===== config.mk =====
export PLATFORM = sky130hd
export DESIGN_NAME = fdcsc_core
export DESIGN_NICKNAME = d
export VERILOG_FILES = /design/src/rtl/fdcsc_pkg.sv /design/src/rtl/fdcsc_core.sv
export SDC_FILE = /design/constraint.sdc
export NUM_CORES = 1
export LEC_CHECK = 0
export BUFFER_PORTS_ARGS = -buffer_cell sky130_fd_sc_hd__buf_2
export CAP_MARGIN = 20
export CORE_MARGIN = 2
export CORE_UTILIZATION = 35
export DETAILED_ROUTE_END_ITERATION = 16
export PLACE_DENSITY = 0.57
export SYNTH_ARGS = -nofsm -noshare
export SYNTH_HDL_FRONTEND = slang
export SYNTH_SLANG_ARGS = --single-unit

===== constraint.sdc =====
create_clock -name sys_clk_i -period 2.9 [get_ports sys_clk_i]
set_input_delay 0.58 -clock sys_clk_i [delete_from_list [all_inputs] [get_ports sys_clk_i]]
set_output_delay 0.58 -clock sys_clk_i [all_outputs]
set_load 0.01 [all_outputs]

===== src/rtl/fdcsc_pkg.sv =====
`default_nettype none
package fdcsc_pkg;
  localparam logic [4:0] OP_SCAN_EQ  = 5'h11;
  localparam logic [4:0] OP_SCAN_LE  = 5'h19;
  localparam logic [4:0] OP_SCAN_HE  = 5'h1D;
  localparam logic [7:0] OP_SEEK     = 8'h0F;
  localparam int         FLAG_MT_BIT = 7;
  localparam int         FLAG_DD_BIT = 6;
  localparam int         FLAG_SK_BIT = 5;
  localparam int         ST2_SAT_BIT = 3;
  localparam int         ST2_NOT_BIT = 2;
  localparam int         ST0_SEEK_END_BIT = 5;
  localparam int         ST0_IC_ABN  = 6;
  localparam logic [7:0] WILDCARD    = 8'hFF;
  localparam int         CMD_BYTES   = 9;
  localparam int         RES_BYTES   = 7;
  localparam int         STEP_TIME_NS = 3000;
  localparam int         CLK_NS      = 100;
  localparam int         STEP_CYC    = (STEP_TIME_NS + CLK_NS - 1) / CLK_NS;
  typedef struct packed {
    logic [7:0] data;
    logic       last;
    logic       deleted;
    logic       crc_err;
  } fdcsc_disk_type;
endpackage
`default_nettype wire


===== src/rtl/fdcsc_core.sv =====
`default_nettype none
module fdcsc_core
  import fdcsc_pkg::*;
(
  input  wire logic           sys_clk_i,
  input  wire logic           reset_i,
  input  wire logic           cmd_valid_i,
  input  wire logic [7:0]     cmd_byte_i,
  output logic                cmd_ready_o,
  input  wire logic           disk_valid_i,
  input  wire fdcsc_disk_type disk_i,
  output logic                disk_ready_o,
  input  wire logic           host_valid_i,
  input  wire logic [7:0]     host_byte_i,
  output logic                host_ready_o,
  input  wire logic           terminal_count_in_i,
  input  wire logic           scan_wildcard_enable_i,
  input  wire logic [7:0]     present_track_i,
  output logic                sector_req_o,
  output logic [7:0]          sector_num_o,
  output logic                res_valid_o,
  output logic [7:0]          res_byte_o,
  input  wire logic           res_ready_i,
  output logic                step_o,
  output logic                step_dir_in_o,
  output logic [3:0]          drive_busy_o,
  output logic                seek_done_o
);
  typedef enum logic [2:0] {
    S_IDLE = 3'b000, S_CMD = 3'b001, S_REQ = 3'b010, S_DATA = 3'b011,
    S_RES = 3'b100, S_SEEK = 3'b101
  } fdcsc_state_type;
  ////////////////////////////////////////////////////////////////////////
  // two-flop sync of terminal count pin
  logic tc_meta_reg, tc_sync_reg;
  always_ff @(posedge sys_clk_i) begin
    if (reset_i) begin
      tc_meta_reg <= 1'b0;
      tc_sync_reg <= 1'b0;
    end else begin
      tc_meta_reg <= terminal_count_in_i;
      tc_sync_reg <= tc_meta_reg;
    end
  end
  ////////////////////////////////////////////////////////////////////////
  // two-entry disk byte buffer
  fdcsc_disk_type buf_mem_reg [2];
  logic           wp_reg, rp_reg;
  logic [1:0]     cnt_reg;
  logic           buf_pop;
  wire            buf_push  = disk_valid_i && disk_ready_o;
  wire            buf_valid = (cnt_reg != 2'h0);
  fdcsc_disk_type buf_head;
  assign buf_head = buf_mem_reg[rp_reg];
  always_ff @(posedge sys_clk_i) begin
    if (reset_i) begin
      wp_reg <= 1'b0;
      rp_reg <= 1'b0;
      cnt_reg <= 2'h0;
      disk_ready_o <= 1'b0;
    end else begin
      if (buf_push) begin
        buf_mem_reg[wp_reg] <= disk_i;
        wp_reg <= ~wp_reg;
      end
      if (buf_pop) rp_reg <= ~rp_reg;
      cnt_reg <= cnt_reg + {1'b0, buf_push} - {1'b0, buf_pop};
      disk_ready_o <= (cnt_reg + {1'b0, buf_push} - {1'b0, buf_pop}) != 2'h2; // room next cycle
    end
  end
  ////////////////////////////////////////////////////////////////////////
  function automatic logic [1:0] cmp_byte(input logic [7:0] d, input logic [7:0] h,
                                          input logic wild);
    // 00 equal, 01 disk less, 10 disk greater; unsigned
    if (wild && (d == WILDCARD || h == WILDCARD)) cmp_byte = 2'h0;
    else if (d == h) cmp_byte = 2'h0;
    else if (d < h) cmp_byte = 2'h1;
    else cmp_byte = 2'h2;
  endfunction
  ////////////////////////////////////////////////////////////////////////
  fdcsc_state_type state_reg, state_next;
  logic [7:0] cmd_reg [CMD_BYTES];
  logic [3:0] idx_reg, idx_next;
  logic [1:0] ord_reg, ord_next;
  logic [7:0] sec_reg, sec_next, st1_reg, st1_next, st2_reg, st2_next;
  logic       any_read_reg, any_read_next;
  logic [7:0] trk_reg, trk_next;
  logic [7:0] tgt_reg;
  logic [$clog2(STEP_CYC+1)-1:0] tmr_reg, tmr_next;
  logic       step_next, done_next, cmd_ready_next, req_next, rv_next;
  logic [7:0] rb_next;
  logic [3:0] busy_next;
  logic       dir_next;
  wire [4:0]  opc    = cmd_reg[0][4:0];
  wire        is_eq  = (opc == OP_SCAN_EQ);
  wire        is_le  = (opc == OP_SCAN_LE);
  function automatic logic scan_sat(input logic [1:0] ord, input logic eq, input logic le);
    // equal always; less for low-or-equal, greater for high-or-equal
    scan_sat = (ord == 2'h0) || (le && ord == 2'h1) || (!eq && !le && ord == 2'h2);
  endfunction
  wire [1:0]  drv    = cmd_reg[1][1:0];
  always_comb begin
    state_next = state_reg;
    idx_next = idx_reg;
    ord_next = ord_reg;
    sec_next = sec_reg;
    st1_next = st1_reg;
    st2_next = st2_reg;
    any_read_next = any_read_reg;
    trk_next = trk_reg;
    tmr_next = tmr_reg;
    step_next = 1'b0;
    done_next = 1'b0;
    cmd_ready_next = 1'b0;
    req_next = 1'b0;
    rv_next = res_valid_o;
    rb_next = res_byte_o;
    busy_next = drive_busy_o;
    dir_next = step_dir_in_o;
    buf_pop = 1'b0;
    host_ready_o = 1'b0;
    case (state_reg)
      S_IDLE: begin
        cmd_ready_next = 1'b1;
        idx_next = 4'h0;
        if (cmd_valid_i && cmd_ready_o) begin
          state_next = S_CMD;
          idx_next = 4'h1;
        end
      end
      S_CMD: begin
        cmd_ready_next = 1'b1;
        if (cmd_valid_i && cmd_ready_o) begin
          idx_next = idx_reg + 4'h1;
          if (cmd_reg[0] == OP_SEEK && idx_reg == 4'h2) begin
            state_next = S_SEEK;
            cmd_ready_next = 1'b0;
            trk_next = present_track_i;
            busy_next[drv] = 1'b1;
          end else if (idx_reg == 4'(CMD_BYTES - 1)) begin
            state_next = S_REQ;
            cmd_ready_next = 1'b0;
            sec_next = cmd_reg[4];
            st1_next = 8'h00;
            st2_next = 8'h00;
            any_read_next = 1'b0;
          end
        end
      end
      S_REQ: begin
        req_next = 1'b1;
        ord_next = 2'h0;
        state_next = S_DATA;
      end
      S_DATA: begin
        if (buf_valid && (host_valid_i || buf_head.deleted)) begin
          buf_pop = 1'b1;
          host_ready_o = !buf_head.deleted;
          if (buf_head.crc_err) st1_next[5] = 1'b1;
          if (!buf_head.deleted && ord_reg == 2'h0)
            ord_next = cmp_byte(buf_head.data, host_byte_i, scan_wildcard_enable_i);
          if (buf_head.last) begin
            idx_next = 4'h0;
            if (buf_head.crc_err || st1_reg[5]) begin
              state_next = S_RES;
            end else if (buf_head.deleted && cmd_reg[0][FLAG_SK_BIT]) begin
              if (sec_reg >= cmd_reg[6] || tc_sync_reg) begin
                state_next = S_RES;
                if (!any_read_reg) st2_next[ST2_SAT_BIT] = 1'b1;
              end else begin
                sec_next = sec_reg + cmd_reg[8];
                state_next = S_REQ;
              end
            end else begin
              any_read_next = 1'b1;
              if (scan_sat(ord_next, is_eq, is_le) || sec_reg >= cmd_reg[6]
                  || tc_sync_reg) begin
                state_next = S_RES;
                st2_next[ST2_SAT_BIT] = (ord_next == 2'h0);
                st2_next[ST2_NOT_BIT] = !scan_sat(ord_next, is_eq, is_le);
              end else begin
                sec_next = sec_reg + cmd_reg[8];
                state_next = S_REQ;
              end
            end
          end
        end
      end
      S_RES: begin
        if (!res_valid_o || res_ready_i) begin
          rv_next = (idx_reg != 4'(RES_BYTES));
          case (idx_reg)
            4'h0: rb_next = {5'h00, cmd_reg[1][2:0]} | (8'(st1_reg[5]) << ST0_IC_ABN);
            4'h1: rb_next = st1_reg;
            4'h2: rb_next = st2_reg;
            4'h3: rb_next = cmd_reg[2];
            4'h4: rb_next = cmd_reg[3];
            4'h5: rb_next = sec_reg;
            4'h6: rb_next = cmd_reg[5];
            default: rb_next = 8'h00;
          endcase
          idx_next = idx_reg + 4'h1;
          if (idx_reg == 4'(RES_BYTES)) state_next = S_IDLE;
        end
      end
      S_SEEK: begin
        if (tmr_reg != '0) tmr_next = tmr_reg - 1'b1;
        else if (trk_reg == tgt_reg) begin
          busy_next[drv] = 1'b0;
          done_next = 1'b1;
          state_next = S_IDLE;
        end else begin
          step_next = 1'b1;
          dir_next = (tgt_reg > trk_reg);
          trk_next = (tgt_reg > trk_reg) ? trk_reg + 8'h01 : trk_reg - 8'h01;
          tmr_next = ($clog2(STEP_CYC+1))'(STEP_CYC);
        end
      end
      default: state_next = S_IDLE;
    endcase
  end
  always_ff @(posedge sys_clk_i) begin
    if (reset_i) begin
      state_reg <= S_IDLE;
      idx_reg <= 4'h0;
      ord_reg <= 2'h0;
      sec_reg <= 8'h00;
      st1_reg <= 8'h00;
      st2_reg <= 8'h00;
      any_read_reg <= 1'b0;
      trk_reg <= 8'h00;
      tgt_reg <= 8'h00;
      tmr_reg <= '0;
      step_o <= 1'b0;
      seek_done_o <= 1'b0;
      cmd_ready_o <= 1'b0;
      sector_req_o <= 1'b0;
      res_valid_o <= 1'b0;
      res_byte_o <= 8'h00;
      drive_busy_o <= 4'h0;
      step_dir_in_o <= 1'b0;
    end else begin
      state_reg <= state_next;
      idx_reg <= idx_next;
      ord_reg <= ord_next;
      sec_reg <= sec_next;
      st1_reg <= st1_next;
      st2_reg <= st2_next;
      any_read_reg <= any_read_next;
      trk_reg <= trk_next;
      if (state_reg == S_CMD && cmd_reg[0] == OP_SEEK && cmd_valid_i && cmd_ready_o)
        tgt_reg <= cmd_byte_i;
      tmr_reg <= tmr_next;
      step_o <= step_next;
      seek_done_o <= done_next;
      cmd_ready_o <= cmd_ready_next;
      sector_req_o <= req_next;
      res_valid_o <= rv_next;
      res_byte_o <= rb_next;
      drive_busy_o <= busy_next;
      step_dir_in_o <= dir_next;
    end
  end
  always_ff @(posedge sys_clk_i) begin
    if (cmd_valid_i && cmd_ready_o && (state_reg == S_IDLE || state_reg == S_CMD))
      cmd_reg[idx_reg] <= cmd_byte_i;
  end
  assign sector_num_o = sec_reg;
  ////////////////////////////////////////////////////////////////////////
  a_step_advance: assert property (@(posedge sys_clk_i) disable iff (reset_i)
    state_reg == S_DATA && state_next == S_REQ |=> sec_reg == $past(sec_reg) + cmd_reg[8])
    else $error("sector step wrong");
  a_busy_on_seek: assert property (@(posedge sys_clk_i) disable iff (reset_i)
    state_reg != S_SEEK ##1 state_reg == S_SEEK |-> drive_busy_o[drv])
    else $error("busy not set");
  a_step_gap: assert property (@(posedge sys_clk_i) disable iff (reset_i)
    step_o |=> !step_o [*2]) else $error("steps too close");
  a_seek_reaches: assert property (@(posedge sys_clk_i) disable iff (reset_i)
    seek_done_o |-> trk_reg == tgt_reg) else $error("seek ended off track");
  a_result_count: assert property (@(posedge sys_clk_i) disable iff (reset_i)
    state_reg == S_RES |-> idx_reg <= 4'(RES_BYTES)) else $error("too many results");
  a_stat_excl: assert property (@(posedge sys_clk_i) disable iff (reset_i)
    !(st2_reg[ST2_SAT_BIT] && st2_reg[ST2_NOT_BIT])) else $error("both scan bits");
  a_wild_match: assert property (@(posedge sys_clk_i) disable iff (reset_i)
    state_reg == S_DATA && buf_pop && !buf_head.deleted && ord_reg == 2'h0
    && scan_wildcard_enable_i && (buf_head.data == WILDCARD || host_byte_i == WILDCARD)
    |=> ord_reg == 2'h0) else $error("wildcard missed");
  a_tc_stop: assert property (@(posedge sys_clk_i) disable iff (reset_i)
    state_reg == S_DATA && buf_pop && buf_head.last && tc_sync_reg
    |=> state_reg == S_RES) else $error("tc ignored");
endmodule
`default_nettype wire


==> metrics.md <==
| Metric | Value |
|---|---|
| Status | finished, final reports clean |
| Fraction of layout cells with a size suffix above 1 | 24.7% |
| Critical path class | register to register |
| Compound-Gate Fraction of Synth Area | 15.5% |
| Reg-to-reg setup timing slack | 0.005 ns |
| Vias in the first global route | 5,356 |
| EDFF count, synth | 81 |
| Vias per inst | 5.11 |
| Insertion delay to the later sink of the worst-skew pair | 0.43 ns |
| CTS root buf | clkbuf_16 |
| Syn Std Cell Area | 7320 um2 |
| Sequential element share of the synthesized area | 51.8% |
| Non-Filler Instances | 1,093 |
| Die height | 149 um |
| FMAX | 0.345 GHz |
| Area share of xor/xnor cells in the synthesized design | 1.80% |
| Worst hold path type | primary input to register |
| Routed WL | 18,500 um |
| Largest family of logic cells by synthesized area | simple AND/OR/NAND/NOR gates |
| Core area | 20,400 um2 |
| IO Pins | 71 |
| Avg Inst Size Synth | 10.5 um2 |
| Leak pwr | 3.52 nW |
| Main synth FF type | edfxtp_1 |
| Final setup fails | 0 |
| Row cnt | 52 |
| Synthesized instance count | 699 |
| Hpwl dp | 13,000 um |
| Syn_nets | 788 |
| DRC Markers | 0 |
| Post-layout min period | 2.89 ns |
| Adder-cell area share of the yosys netlist | 8.07% |
| Die ar. | 22,100 um2 |
| Worst-Margin Slew | 0.623 ns |
| CTS Hold Bufs | 0 |
| RSZ-0062 raised after global routing | yes |
| WP data arrival | 3.18 ns |
| Req. time, crit path | 3.19 ns |
| Simple-Gate Fraction of Synth Area | 16.1% |
| Nets | 899 |
| Largest register FFs | 59 |
| 1st-iter DRT viols | 394 |
| CTS clk-pin slew, worst paths | 0.06 ns |
| Post-synthesis mux area share | 3.20% |
| Grt ovf | 0 |
| N_diodes | 0 |
| Share of flip-flops with an asynchronous set or reset | 0% |
| CTS Buf Count | 17 |
| CP startpoint kind | register |
| Initial antenna violation count | 0 |
| Relative slew slack | 58.3% |
| Max FO, Critical Path | 6 |
| Most common cell after layout, fill and taps aside | edfxtp_1 |
| CTS tree | done |
| Dpl cells | 1,058 |
| Starting density of the core | 35.9% |
| CP endpoint kind | register |
| Pre-CTS WS | -0.106 ns |
| Max Cap Viol | 0 |
| Yosys cell types | 68 |
| Vias | 5,589 |
| Worst IR drop on VDD | 305 uV |
| Die width | 149 um |
| CTS Buffer Depth | 2 |
| Layout Skew | 0.0134 ns |
| Avg WL per Cell | 16.9 um |
| Most frequent cells in the layout | edfxtp_1 (81), nor2_1 (73), buf_2 (70) |
| Tcrit/Tclk final | 99.8% |
| Pwr/cell area | 507 nW/um2 |
| H-tree depth | 4 |
| Worst setup margin | 0.00511 ns |
| Final slew viol count | 0 |
| IO buf count | 70 |
| Drt first pass iters | 5 |
| Routed Antenna Nets | 0 |
| Largest net degree at the start of global routing | 35 |
| Hold Violations, Final | 0 |
| P&R area growth vs syn | 25.7% |
| Gpl congestion | 0.783 |
| Synth Warn # | 0 |
| Yosys reg bits | 149 |
| Clock sink count | 149 |
| GRT Util Overall | 17.1% |
| First-pass GRT wire length | 28,900 um |
kinds of logic (layout without fill, tap and decap cells):
group	count (synthesis)	after routing
fa+ha+maj	46	46
mux	22	22
xor+xnor	15	15
buf+inv	67	191
compound gates	159	159
simple gates	241	241
flops	149	149
cells in the mapped netlist, drive strengths merged (7+ instances only):
master | instances | area share (%)
clkbuf | 22 | 1.1
nand4 | 7 | 0.60
nand2 | 53 | 2.7
a311oi | 8 | 0.96
xor2 | 7 | 0.84
mux2i | 14 | 1.9
or2 | 9 | 0.77
and2 | 12 | 1.0
a21oi | 43 | 3.0
nor2b | 14 | 1.2
mux2 | 8 | 1.3
o211ai | 7 | 0.72
nor2 | 73 | 3.7
inv | 42 | 2.2
dfxtp | 68 | 19
nor3 | 21 | 1.4
a22oi | 16 | 1.6
xnor2 | 8 | 0.96
o21ai | 18 | 1.2
nand3 | 12 | 0.82
edfxtp | 81 | 33
ha | 44 | 7.5
a211oi | 16 | 1.6
nand2b | 11 | 0.94
worst paths after layout:
check,from,cells past startpoint,endpoint
setup / recovery,register,11,sector_num_o[0]$_SDFFE_PP0P_
hold / removal,disk_i[3],1,buf_mem_reg[0][3]$_DFFE_PP_
setup reg to reg,register,11,sector_num_o[0]$_SDFFE_PP0P_
hold reg to reg,tc_meta_reg$_SDFF_PP0_,1,tc_sync_reg$_SDFF_PP0_
metal layers:
layer / track usage, % / up-vias / wire [um]
li1: - / 2800 / -
met1: 23.8 / 2659 / 8900
met2: 26.4 / 113 / 8570
met3: 3.90 / 17 / 795
met4: 5.48 / 0 / 232
met5: 0 / - / 0
per-stage QoR:
step           setup TNS (ns)  total power, W  hold slack (ns)  cell area, um2  utilization, %
2_1_floorplan       -0.000880         0.00243            0.414            7320               -
3_3_place_gp          -0.0917         0.00254            0.435            8270            40.6
3_5_place_dp           -0.264         0.00254            0.431            8270            40.6
4_1_cts               -0.0143         0.00469            0.319            8860            43.5
5_1_grt                -0.798         0.00481            0.326            9200            45.2
6_report                    0         0.00466            0.338            9200            45.2
where the power goes:
part	switching, W	leakage [nW]	internal [W]	total [W]
registers	0.0000165	1.29	0.00225	0.00227
logic	0.000149	1.97	0.0000999	0.000249
clock network	0.000880	0.266	0.00126	0.00214
total	0.00105	3.52	0.00361	0.00466
worst max-delay path: stages (launching register included):
cell and delay [ns]:
dfxtp_4 0.37, buf_12 0.12, mux2_4 0.31, ha_4 0.21
and4_1 0.18, a211o_1 0.33, a32oi_2 0.22, a21oi_2 0.12
o41a_1 0.50, nor2_1 0.14, buf_4 0.16, a311oi_2 0.09
cell type report:
type,instances,area [um2]
timing repair buffer,117,746
fill,1926,11200
tap,270,338
clock buffer,20,437
inverter,42,158
multi-input combinational,483,3580
sequential,149,3810
clock inverter,12,130
timing repair:
| item | in CTS | in global routing |
|---|---|---|
| gates resized for setup | 6 | 45 |
| setup buffers | 0 | 2 |
| pin swaps | 5 | 27 |
| setup endpoints to repair | 14 | 16 |
| cloned | 0 | 1 |
| endpoints found under the hold margin | 0 | 0 |
(Power assumes the default switching activity.)
